**config.mk**
```make
export PLATFORM = sky130hd
export DESIGN_NAME = battery_status_and_identity_words
export DESIGN_NICKNAME = d
export VERILOG_FILES = /design/src/common/batt_pkg.sv /design/src/hdl/status_flag.sv /design/src/hdl/shadow_mem.sv /design/src/hdl/battery_status_and_identity_words.sv
export VERILOG_INCLUDE_DIRS = /design/src /design/src/common
export SDC_FILE = /design/constraint.sdc
export NUM_CORES = 2
export LEC_CHECK = 0
export BUFFER_PORTS_ARGS = -buffer_cell sky130_fd_sc_hd__clkbuf_2
export CAP_MARGIN = 5
export CORE_MARGIN = 4
export CORE_UTILIZATION = 30
export CTS_CLUSTER_DIAMETER = 30
export CTS_CLUSTER_SIZE = 14
export DETAILED_ROUTE_END_ITERATION = 8
export PLACE_DENSITY_LB_ADDON = 0.1
export SYNTH_ARGS = -nofsm -noshare
export SYNTH_HDL_FRONTEND = slang
export SYNTH_SLANG_ARGS = --single-unit
```
**constraint.sdc**
```tcl
create_clock -name mclk -period 5 [get_ports mclk]
set_clock_uncertainty 0.2 [all_clocks]
set_input_delay 1 -clock mclk [delete_from_list [all_inputs] [get_ports mclk]]
set_output_delay 1 -clock mclk [all_outputs]
set_load 0.02 [all_outputs]
```
**src/common/batt_map.svh**
```systemverilog
`ifndef BATT_MAP_SVH
`define BATT_MAP_SVH
// function codes served here
`define FC_STATUS 8'h16
`define FC_CYCLES 8'h17
`define FC_DESIGN_CAP 8'h18
`define FC_DESIGN_VOLT 8'h19
`define FC_SPEC_INFO 8'h1a
`define FC_BUILD_DATE 8'h1b
`define FC_SERIAL 8'h1c
`define FC_MAKER 8'h20
// reserved and optional manufacturer code ranges
`define FC_RSV_LO 8'h1d
`define FC_RSV_HI 8'h1f
`define FC_MFR_LO 8'h30
`define FC_MFR_HI 8'h3f
`define FC_RSV_TOP 8'h40
// eeprom image addresses
`define EE_CYCLES_LO 7'h0e
`define EE_CYCLES_HI 7'h0f
`define EE_VOLT_LO 7'h12
`define EE_SPEC_LO 7'h14
`define EE_DATE_LO 7'h16
`define EE_SERIAL_LO 7'h18
`define EE_MAKER_LO 7'h20
`define EE_THRESH_LO 7'h3c
`define EE_THRESH_HI 7'h3d
`define EE_FC_CLEAR 7'h4c
`define EE_CAP_MAH_LO 7'h60
`define EE_CAP_MWH_LO 7'h62
// error codes
`define ERR_OK 3'h0
`define ERR_BUSY 3'h1
`define ERR_RESERVED 3'h2
`define ERR_UNSUPPORTED 3'h3
`define ERR_DENIED 3'h4
`define ERR_OVERFLOW 3'h5
`define ERR_BAD_SIZE 3'h6
`define ERR_UNKNOWN 3'h7
// sizes and limits
`define WORD_LEN 6'h02
`define MAKER_LEN 6'h0b
`define MAX_BLOCK 6'h20
`define DSG_CLEAR_PCT 8'h14
`define CYCLES_MAX 16'hffff
`endif

```
**src/common/batt_pkg.sv**
```systemverilog
package batt_pkg;
  // host request as presented on the command port
  typedef struct packed {
    logic write;
    logic [7:0] code;
    logic [5:0] len;
  } cmd_type;
  // answer to the host
  typedef struct packed {
    logic [15:0] data;
    logic [2:0] err;
    logic last;
  } rsp_type;
  // request sequencer states
  typedef enum logic [0:0] {ST_IDLE, ST_RUN} state_type;
endpackage

```
**src/hdl/status_flag.sv**
```systemverilog
`timescale 1ns/1ns
// sticky status flag: set beats clear in the same cycle
module status_flag (
  input wire logic mclk,
  input wire logic reset,
  input wire logic set,
  input wire logic clr,
  output logic state_q
);
  always_ff @(posedge mclk) begin
    if (reset) begin
      state_q <= 1'b0;
    end else if (set) begin
      state_q <= 1'b1;
    end else if (clr) begin
      state_q <= 1'b0;
    end
  end
endmodule

```
**src/hdl/shadow_mem.sv**
```systemverilog
`timescale 1ns/1ns
// eeprom image copy, one write and one registered read port
module shadow_mem (
  input wire logic mclk,
  input wire logic wr_en,
  input wire logic [6:0] wr_addr,
  input wire logic [7:0] wr_data,
  input wire logic [6:0] rd_addr,
  output logic [7:0] rd_data_q
);
  logic [7:0] mem [0:127]; // byte array
  // write port
  always_ff @(posedge mclk) begin
    if (wr_en) begin
      mem[wr_addr] <= wr_data;
    end
  end
  // read data leaves through a register
  always_ff @(posedge mclk) begin
    rd_data_q <= mem[rd_addr];
  end
endmodule

```
**src/hdl/battery_status_and_identity_words.sv**
```systemverilog
`timescale 1ns/1ns
`include "batt_map.svh"
module battery_status_and_identity_words (
  input wire logic mclk,
  input wire logic reset,
  input wire batt_pkg::cmd_type cmd,
  input wire logic cmd_valid,
  output logic cmd_ready_q,
  output batt_pkg::rsp_type rsp_q,
  output logic rsp_valid_q,
  input wire logic ee_wr_valid,
  input wire logic [6:0] ee_wr_addr,
  input wire logic [7:0] ee_wr_data,
  input wire logic ee_load_ok,
  input wire logic ee_load_bad,
  input wire logic charging_seen,
  input wire logic not_charging_seen,
  input wire logic charge_termination,
  input wire logic overcharge_seen,
  input wire logic second_end_voltage_threshold,
  input wire logic [7:0] charge_percent,
  input wire logic capacity_mode,
  input wire logic [7:0] alarm_bits,
  input wire logic dsg_unit_pulse,
  output logic ee_store_valid_q,
  output logic [6:0] ee_store_addr_q,
  output logic [7:0] ee_store_data_q,
  input wire logic ee_store_ready,
  output logic [15:0] status_word_q
);
  // ==========================================================
  // status flags
  logic eeprom_load_valid; // image accepted
  logic not_charging; // no charge seen
  logic fully_charged; // charge ended
  logic fully_discharged; // pack at low voltage
  logic [7:0] fc_clear_q; // full-flag clear percentage
  logic fc_clear_hit; // percent at or below clear level
  logic dsg_clear_hit; // percent at or above release level
  assign fc_clear_hit = charge_percent <= fc_clear_q;
  assign dsg_clear_hit = charge_percent >= `DSG_CLEAR_PCT;
  status_flag u_load_flag (
    .mclk(mclk), .reset(reset), .set(ee_load_ok), .clr(ee_load_bad), .state_q(eeprom_load_valid));
  status_flag u_idle_flag (
    .mclk(mclk), .reset(reset), .set(not_charging_seen), .clr(charging_seen), .state_q(not_charging));
  status_flag u_full_flag (
    .mclk(mclk), .reset(reset), .set(charge_termination | overcharge_seen), .clr(fc_clear_hit),
    .state_q(fully_charged));
  status_flag u_empty_flag (
    .mclk(mclk), .reset(reset), .set(second_end_voltage_threshold), .clr(dsg_clear_hit),
    .state_q(fully_discharged));

  // ==========================================================
  // values caught while the eeprom image streams in, discharge counting and count write-back
  logic [15:0] thresh_q; // discharge units per cycle
  logic [15:0] dsg_acc_q; // units since last cycle step
  logic [15:0] wear_cycle_total_q; // cycle count
  logic cycle_step; // one more cycle reached
  logic [1:0] store_cnt_q; // bytes left to store
  logic store_busy; // store in flight
  assign cycle_step = dsg_unit_pulse && (thresh_q != 16'h0000) && (dsg_acc_q + 16'h0001 >= thresh_q);
  assign store_busy = store_cnt_q != 2'h0;
  // snoop the load for clear level and threshold
  always_ff @(posedge mclk) begin
    if (reset) begin
      fc_clear_q <= 8'h00;
      thresh_q <= 16'h0000;
    end else if (ee_wr_valid) begin
      if (ee_wr_addr == `EE_FC_CLEAR) begin
        fc_clear_q <= ee_wr_data;
      end
      if (ee_wr_addr == `EE_THRESH_LO) begin
        thresh_q[7:0] <= ee_wr_data;
      end
      if (ee_wr_addr == `EE_THRESH_HI) begin
        thresh_q[15:8] <= ee_wr_data;
      end
    end
  end
  // discharge accumulator
  always_ff @(posedge mclk) begin
    if (reset) begin
      dsg_acc_q <= 16'h0000;
    end else if (cycle_step) begin
      dsg_acc_q <= 16'h0000;
    end else if (dsg_unit_pulse) begin
      dsg_acc_q <= dsg_acc_q + 16'h0001;
    end
  end
  // cycle counter: loaded from image, saturating step
  always_ff @(posedge mclk) begin
    if (reset) begin
      wear_cycle_total_q <= 16'h0000;
    end else if (ee_wr_valid && ee_wr_addr == `EE_CYCLES_LO) begin
      wear_cycle_total_q[7:0] <= ee_wr_data;
    end else if (ee_wr_valid && ee_wr_addr == `EE_CYCLES_HI) begin
      wear_cycle_total_q[15:8] <= ee_wr_data;
    end else if (cycle_step && wear_cycle_total_q != `CYCLES_MAX) begin
      wear_cycle_total_q <= wear_cycle_total_q + 16'h0001;
    end
  end
  // write the new count back, low byte then high byte
  always_ff @(posedge mclk) begin
    if (reset) begin
      store_cnt_q <= 2'h0;
      ee_store_valid_q <= 1'b0;
      ee_store_addr_q <= 7'h00;
      ee_store_data_q <= 8'h00;
    end else if (cycle_step && wear_cycle_total_q != `CYCLES_MAX) begin
      store_cnt_q <= 2'h2;
      ee_store_valid_q <= 1'b0;
    end else if (store_busy && !ee_store_valid_q) begin
      // present the next byte
      ee_store_valid_q <= 1'b1;
      ee_store_addr_q <= (store_cnt_q == 2'h2) ? `EE_CYCLES_LO : `EE_CYCLES_HI;
      ee_store_data_q <= (store_cnt_q == 2'h2) ? wear_cycle_total_q[7:0] : wear_cycle_total_q[15:8];
    end else if (ee_store_valid_q && ee_store_ready) begin
      // byte taken by the eeprom side
      ee_store_valid_q <= 1'b0;
      store_cnt_q <= store_cnt_q - 2'h1;
    end
  end

  // ==========================================================
  // request decode
  logic accept; // request taken this cycle
  logic [2:0] err_d; // outcome of the offered code
  logic [2:0] err_q; // outcome of last processed code
  logic from_eeprom; // answer comes from the image
  logic [6:0] src_lo; // first image byte of answer
  logic [5:0] exp_len; // legal block size for the code
  logic is_word; // word-sized function
  assign accept = cmd_valid && cmd_ready_q;
  assign is_word = cmd.code >= `FC_STATUS && cmd.code <= `FC_SERIAL;
  assign exp_len = (cmd.code == `FC_MAKER) ? `MAKER_LEN + 6'h01 : `WORD_LEN;
  assign from_eeprom = (cmd.code >= `FC_DESIGN_CAP && cmd.code <= `FC_SERIAL) || cmd.code == `FC_MAKER;
  // image address per code
  always_comb begin
    unique case (cmd.code)
      `FC_DESIGN_CAP: src_lo = capacity_mode ? `EE_CAP_MWH_LO : `EE_CAP_MAH_LO;
      `FC_DESIGN_VOLT: src_lo = `EE_VOLT_LO;
      `FC_SPEC_INFO: src_lo = `EE_SPEC_LO;
      `FC_BUILD_DATE: src_lo = `EE_DATE_LO;
      `FC_SERIAL: src_lo = `EE_SERIAL_LO;
      default: src_lo = `EE_MAKER_LO;
    endcase
  end
  // error classification, most urgent first
  always_comb begin
    if (store_busy) begin
      err_d = `ERR_BUSY;
    end else if ((cmd.code >= `FC_RSV_LO && cmd.code <= `FC_RSV_HI) || cmd.code >= `FC_MFR_LO) begin
      err_d = `ERR_RESERVED;
    end else if (!is_word && cmd.code != `FC_MAKER) begin
      err_d = `ERR_UNSUPPORTED;
    end else if (cmd.write && cmd.len > `MAX_BLOCK) begin
      err_d = `ERR_OVERFLOW;
    end else if (cmd.write && cmd.len != exp_len) begin
      err_d = `ERR_BAD_SIZE;
    end else if (cmd.write) begin
      err_d = `ERR_DENIED;
    end else if (from_eeprom && !eeprom_load_valid) begin
      err_d = `ERR_UNKNOWN;
    end else begin
      err_d = `ERR_OK;
    end
  end
  // error field follows each processed code
  always_ff @(posedge mclk) begin
    if (reset) begin
      err_q <= `ERR_OK;
    end else if (accept) begin
      err_q <= err_d;
    end
  end
  // status word: alarms, four flags, reserved zero, error
  always_ff @(posedge mclk) begin
    if (reset) begin
      status_word_q <= 16'h0000;
    end else begin
      status_word_q <= {alarm_bits, eeprom_load_valid, not_charging, fully_charged, fully_discharged,
                        1'b0, err_q};
    end
  end

  // ==========================================================
  // answer sequencer
  batt_pkg::state_type state_q; // sequencer state
  logic [6:0] rd_addr_q; // image read address
  logic [7:0] rd_data; // image read data
  logic [3:0] issue_cnt_q; // addresses still to issue
  logic [3:0] got_q; // image bytes received
  logic issue_q; // address issued last edge
  logic data_v_q; // rd_data holds a requested byte
  logic block_q; // string answer in progress
  logic [7:0] lo_q; // first byte of word answer
  shadow_mem u_image (
    .mclk(mclk), .wr_en(ee_wr_valid), .wr_addr(ee_wr_addr), .wr_data(ee_wr_data),
    .rd_addr(rd_addr_q), .rd_data_q(rd_data));
  always_ff @(posedge mclk) begin
    if (reset) begin
      state_q <= batt_pkg::ST_IDLE;
      cmd_ready_q <= 1'b0;
      rsp_valid_q <= 1'b0;
      rsp_q <= '0;
      rd_addr_q <= 7'h00;
      issue_cnt_q <= 4'h0;
      got_q <= 4'h0;
      issue_q <= 1'b0;
      data_v_q <= 1'b0;
      block_q <= 1'b0;
      lo_q <= 8'h00;
    end else begin
      rsp_valid_q <= 1'b0;
      data_v_q <= issue_q;
      unique case (state_q)
        batt_pkg::ST_IDLE: begin
          cmd_ready_q <= 1'b1;
          issue_q <= 1'b0;
          if (accept) begin
            rsp_q.err <= err_d;
            rsp_q.last <= 1'b1;
            rsp_q.data <= 16'h0000;
            if (err_d != `ERR_OK) begin
              // refused code: answer at once with error only
              rsp_valid_q <= 1'b1;
            end else if (cmd.code == `FC_STATUS) begin
              rsp_valid_q <= 1'b1;
              rsp_q.data <= {alarm_bits, eeprom_load_valid, not_charging, fully_charged,
                             fully_discharged, 1'b0, `ERR_OK};
            end else if (cmd.code == `FC_CYCLES) begin
              rsp_valid_q <= 1'b1;
              rsp_q.data <= wear_cycle_total_q;
            end else begin
              // start streaming from the image
              cmd_ready_q <= 1'b0;
              state_q <= batt_pkg::ST_RUN;
              rd_addr_q <= src_lo;
              issue_q <= 1'b1;
              got_q <= 4'h0;
              block_q <= cmd.code == `FC_MAKER;
              issue_cnt_q <= (cmd.code == `FC_MAKER) ? 4'(`MAKER_LEN - 6'h01) : 4'h1;
              if (cmd.code == `FC_MAKER) begin
                // length byte leads the string
                rsp_valid_q <= 1'b1;
                rsp_q.last <= 1'b0;
                rsp_q.data <= {10'h000, `MAKER_LEN};
              end
            end
          end
        end
        batt_pkg::ST_RUN: begin
          if (issue_cnt_q != 4'h0) begin
            rd_addr_q <= rd_addr_q + 7'h01;
            issue_cnt_q <= issue_cnt_q - 4'h1;
          end else begin
            issue_q <= 1'b0;
          end
          if (data_v_q) begin
            got_q <= got_q + 4'h1;
            if (block_q) begin
              // one string byte per cycle
              rsp_valid_q <= 1'b1;
              rsp_q.data <= {8'h00, rd_data};
              rsp_q.last <= got_q == 4'(`MAKER_LEN - 6'h01);
              if (got_q == 4'(`MAKER_LEN - 6'h01)) begin
                state_q <= batt_pkg::ST_IDLE;
                cmd_ready_q <= 1'b1;
              end
            end else if (got_q == 4'h0) begin
              lo_q <= rd_data;
            end else begin
              // word done: low byte first in the image
              rsp_valid_q <= 1'b1;
              rsp_q.data <= {rd_data, lo_q};
              rsp_q.last <= 1'b1;
              state_q <= batt_pkg::ST_IDLE;
              cmd_ready_q <= 1'b1;
            end
          end
        end
      endcase
    end
  end

  // ==========================================================
  // checks
  AST_LOAD_FLAG: assert property (@(posedge mclk) disable iff (reset)
    ee_load_ok |-> ##2 status_word_q[7]) else $error("load flag not shown");
  AST_BAD_LOAD: assert property (@(posedge mclk) disable iff (reset)
    ee_load_bad && !ee_load_ok |=> !eeprom_load_valid) else $error("bad load kept flag");
  AST_IDLE_FLAG: assert property (@(posedge mclk) disable iff (reset)
    charging_seen && !not_charging_seen |-> ##2 !status_word_q[6]) else $error("charging not shown");
  AST_FULL_CLEAR: assert property (@(posedge mclk) disable iff (reset)
    fc_clear_hit && !charge_termination && !overcharge_seen |=> !fully_charged) else $error("full kept");
  AST_EMPTY_SET_WINS: assert property (@(posedge mclk) disable iff (reset)
    second_end_voltage_threshold && dsg_clear_hit |=> fully_discharged) else $error("set lost");
  AST_DENIED: assert property (@(posedge mclk) disable iff (reset)
    accept && !store_busy && cmd.write && cmd.code == `FC_SERIAL && cmd.len == `WORD_LEN
    |=> err_q == `ERR_DENIED && rsp_valid_q) else $error("denied not reported");
  AST_RESERVED: assert property (@(posedge mclk) disable iff (reset)
    accept && !store_busy && cmd.code == `FC_RSV_HI |=> err_q == `ERR_RESERVED) else $error("reserved missed");
  AST_UNSUP: assert property (@(posedge mclk) disable iff (reset)
    accept && !store_busy && cmd.code == 8'h10 |=> err_q == `ERR_UNSUPPORTED) else $error("unsupported missed");
  AST_SATURATE: assert property (@(posedge mclk) disable iff (reset)
    wear_cycle_total_q == `CYCLES_MAX && !ee_wr_valid |=> wear_cycle_total_q == `CYCLES_MAX)
    else $error("cycle count wrapped");
  AST_STORE: assert property (@(posedge mclk) disable iff (reset)
    cycle_step && wear_cycle_total_q != `CYCLES_MAX && !ee_wr_valid
    |-> ##2 ee_store_valid_q && ee_store_addr_q == `EE_CYCLES_LO) else $error("count not stored");
  AST_WORD_TIME: assert property (@(posedge mclk) disable iff (reset)
    accept && err_d == `ERR_OK && cmd.code == `FC_SERIAL |-> ##4 rsp_valid_q && rsp_q.last)
    else $error("word answer late");
  COV_STRING: cover property (@(posedge mclk) disable iff (reset) rsp_valid_q && block_q && rsp_q.last);
  COV_FULL: cover property (@(posedge mclk) disable iff (reset) $rose(fully_charged));
  COV_STORE: cover property (@(posedge mclk) disable iff (reset) ee_store_valid_q && ee_store_ready);
endmodule

```
==> qor.yml <==
gr-usage-all-layers_pct: 16.28
row_count: 145
num_vias: 26113
die_x_um: 404.9
area_growth_pct: 28.81
status: "completed"
grt_pass1_wl_um: 193900
die_area_sq_um: 164000
synth-main-ff-cell: "edfxtp_1"
cts_resized: 0
clock-root-buffer: "clkbuf_16"
chipHeight_um: 404.9
place_ws_ns: 0.6466
cp-end-kind: "register"
cts.clk_slew.worst_paths_ns: 0.04
setup_ws_ns: 0.6145
crit_required_ns: 5.55
drtIter0Drc: 2100
synth_edf_count: 1024
ys_seq_area_share_pct: 71.32
ir_worst_vdd_uv: 347.2
cts_hold_buf: 0
drt-total-wl_um: 133100
synth.distinct_cells: 73
max_slew_margin_pct: 27.91
yosysWarningCount: 0
drt-wirelength-per-cell_um: 25.38
vias_per_cell: 4.978
post_route_cells_drive_above_1_share_pct: 32.17
start_kind: "register"
initial_core_util_pct: 30.22
tightest_slew_ns: 1.077
synth_top_area_share_pct: 65.06
path_max_fanout: 28
nNetsFinal: 3058
yosys_register_bits: 1172
rsz0062_at_grt: "false"
synthArstFlopShare_pct: 0
yosys-top-cells-area: "edfxtp_1 65%, mux4_2 15%, dfxtp_1 6.3%, nor2_1 1.5%, mux2i_1 1.2%"
cts_tree: "done"
core_region_area_sq_um: 156400
utilization_pct: 38.93
ioPinCount: 114
grt_max_degree: 126
hold_violations: 0
final.setup.tns_ns: 0
layout_min_cycle_time_ns: 4.386
grt_pass1_vias: 27558
cts_sinks: 1172
criticalPathCategory: "register to register"
dp.final_hpwl_um: 84230
drtAntennaViolNets: 0
finalWeightedCongestion: 0.7640
clock_latency_ns: 0.86
io_buffer_count: 109
post-route-drc-count: 0
avgSynthCellArea_sq_um: 18.16
max_freq_mhz: 228.0
layout_commonest_cell: "edfxtp_1"
cp.arrival_ns: 4.93
finalSetupViolCount: 0
leakage_nw: 19.77
syn_inst: 2603
cp_slowest_cell: "o21ai_2"
cp_cell_sequence: "and4_1 > and3_1 > and4_1 > nand3_1 > xnor2_1 > ha_1 > a21oi_1 > o21a_1 > nand3_1 > o21ai_2 > buf_4 > a21oi_1 > a311oi_1"
hold_class: "input port to register"
cts_buffers: 304
layout_common_cells: "1024 x edfxtp_1, 316 x clkbuf_16, 307 x mux4_2, 184 x nor2_1, 144 x dfxtp_1"
cap_violations: 0
power_per_cell_area_nw_per_um2: 502.5
slowest_delay_ns: 0.81
h-tree-depth: 5
grt_antenna_before_repair: 11
drv_slew: 0
clockBufferDepth: 4
p_total_mw: 30.59
grt_overflow: 0
synth_top_area_cell: "edfxtp_1"
post_cts_buffers: 0
firstDrtPassIters: 5
fin_crit_sh_pct: 87.71
syn_area_sq_um: 47270
-- synth_stat cells, types with 17 or more instances --
cell,number
nand3_1,48
a21oi_1,75
nand2_1,98
xor2_1,21
nor2_1,185
ha_1,34
nor3_1,50
clkbuf_1,97
mux2i_1,55
nor2b_1,37
buf_2,37
o21ai_0,35
buf_4,17
edfxtp_1,1024
mux4_2,307
a211oi_1,18
a22oi_1,19
dfxtp_1,148
inv_1,40
-- kinds of logic (layout without fill, tap and decap cells) --
group | after synthesis | count (layout) | synth area share (%)
other | 1 | 6 | 0.007934
flip-flops | 1172 | 1172 | 71.32
adder cells (fa/ha/maj) | 34 | 34 | 0.9000
AND/OR/NAND/NOR | 513 | 513 | 5.228
XOR/XNOR | 32 | 32 | 0.5930
AO/OA/AOI/OAI | 275 | 275 | 3.989
multiplexers | 369 | 369 | 15.96
buffers and inverters | 207 | 787 | 1.999
-- worst max-delay path: cells and delay by family, from the launching register on --
kind                     cells  cell delay [ns]
XOR/XNOR                     1             0.21
adder cells (fa/ha/maj)      1             0.30
AO/OA/AOI/OAI                5             1.64
buffers and inverters        1             0.37
AND/OR/NAND/NOR              5             1.08
flip-flops                   1             0.47
-- path summary, 6_finish.rpt --
| kind | start | to | slack [ns] | cells after the start |
|---|---|---|---|---|
| max | dsg_acc_q[5] | ee_store_data_q[2] | 0.61 | 13 |
| min | not_charging_seen | u_idle_flag.state_q | 0.15 | 3 |
| min reg2reg | err_q[2] | err_q[2] | 0.26 | 2 |
| max reg2reg | dsg_acc_q[5] | ee_store_data_q[2] | 0.61 | 13 |
-- final cells by class --
| class | instances | area (sq um) |
|---|---|---|
| fillers | 14183 | 95500 |
| flip-flops and latches | 1172 | 33730 |
| multi-input cells | 1227 | 12620 |
| clock buffers | 352 | 8113 |
| well taps | 2058 | 2575 |
| clock inverters | 176 | 2066 |
| repair buffers | 218 | 1615 |
| inverters | 41 | 158.9 |
| diodes | 2 | 5.005 |
-- sequential cells by signal, indices dropped and copies added, names as in the netlist, 2 cells and up --
| signal | count |
|---|---|
| rd_addr_q | 7 |
| status_word_q | 15 |
| lo_q | 8 |
| store_cnt_q | 2 |
| u_image.mem | 1024 |
| dsg_acc_q | 16 |
| got_q | 4 |
| u_image.rd_data_q | 8 |
| thresh_q | 16 |
| err_q | 3 |
| ee_store_data_q | 8 |
| fc_clear_q | 8 |
| wear_cycle_total_q | 16 |
| rsp_q | 20 |
| issue_cnt_q | 4 |
| ee_store_addr_q | 2 |
-- metal layers --
layer	vias to the layer above	track usage (%)	part of all wire [%]
met1	13679	22.01	45
met4	2	5.211	2.4
met3	204	3.752	5.4
met2	830	26.05	48
met5	-	0	0.0098
li1	11398	-	-
-- stage by stage --
stage	instance area, sq um	instances	hold slack (ns)
3_3_place_gp	50690	4715	0.2424
2_1_floorplan	47280	2606	0.2318
3_5_place_dp	50700	4716	0.2504
5_1_grt	60880	5244	0.1152
4_1_cts	60880	5244	0.08316
6_report	60880	5246	0.1546
-- power by group --
part / total [mW] / internal, mW / switching [mW]
sequential: 10.8 / 10.7 / 0.0389
clock: 19.2 / 13.6 / 5.61
combinational: 0.584 / 0.150 / 0.434
Note: power is estimated with default switching activity, not from simulation.
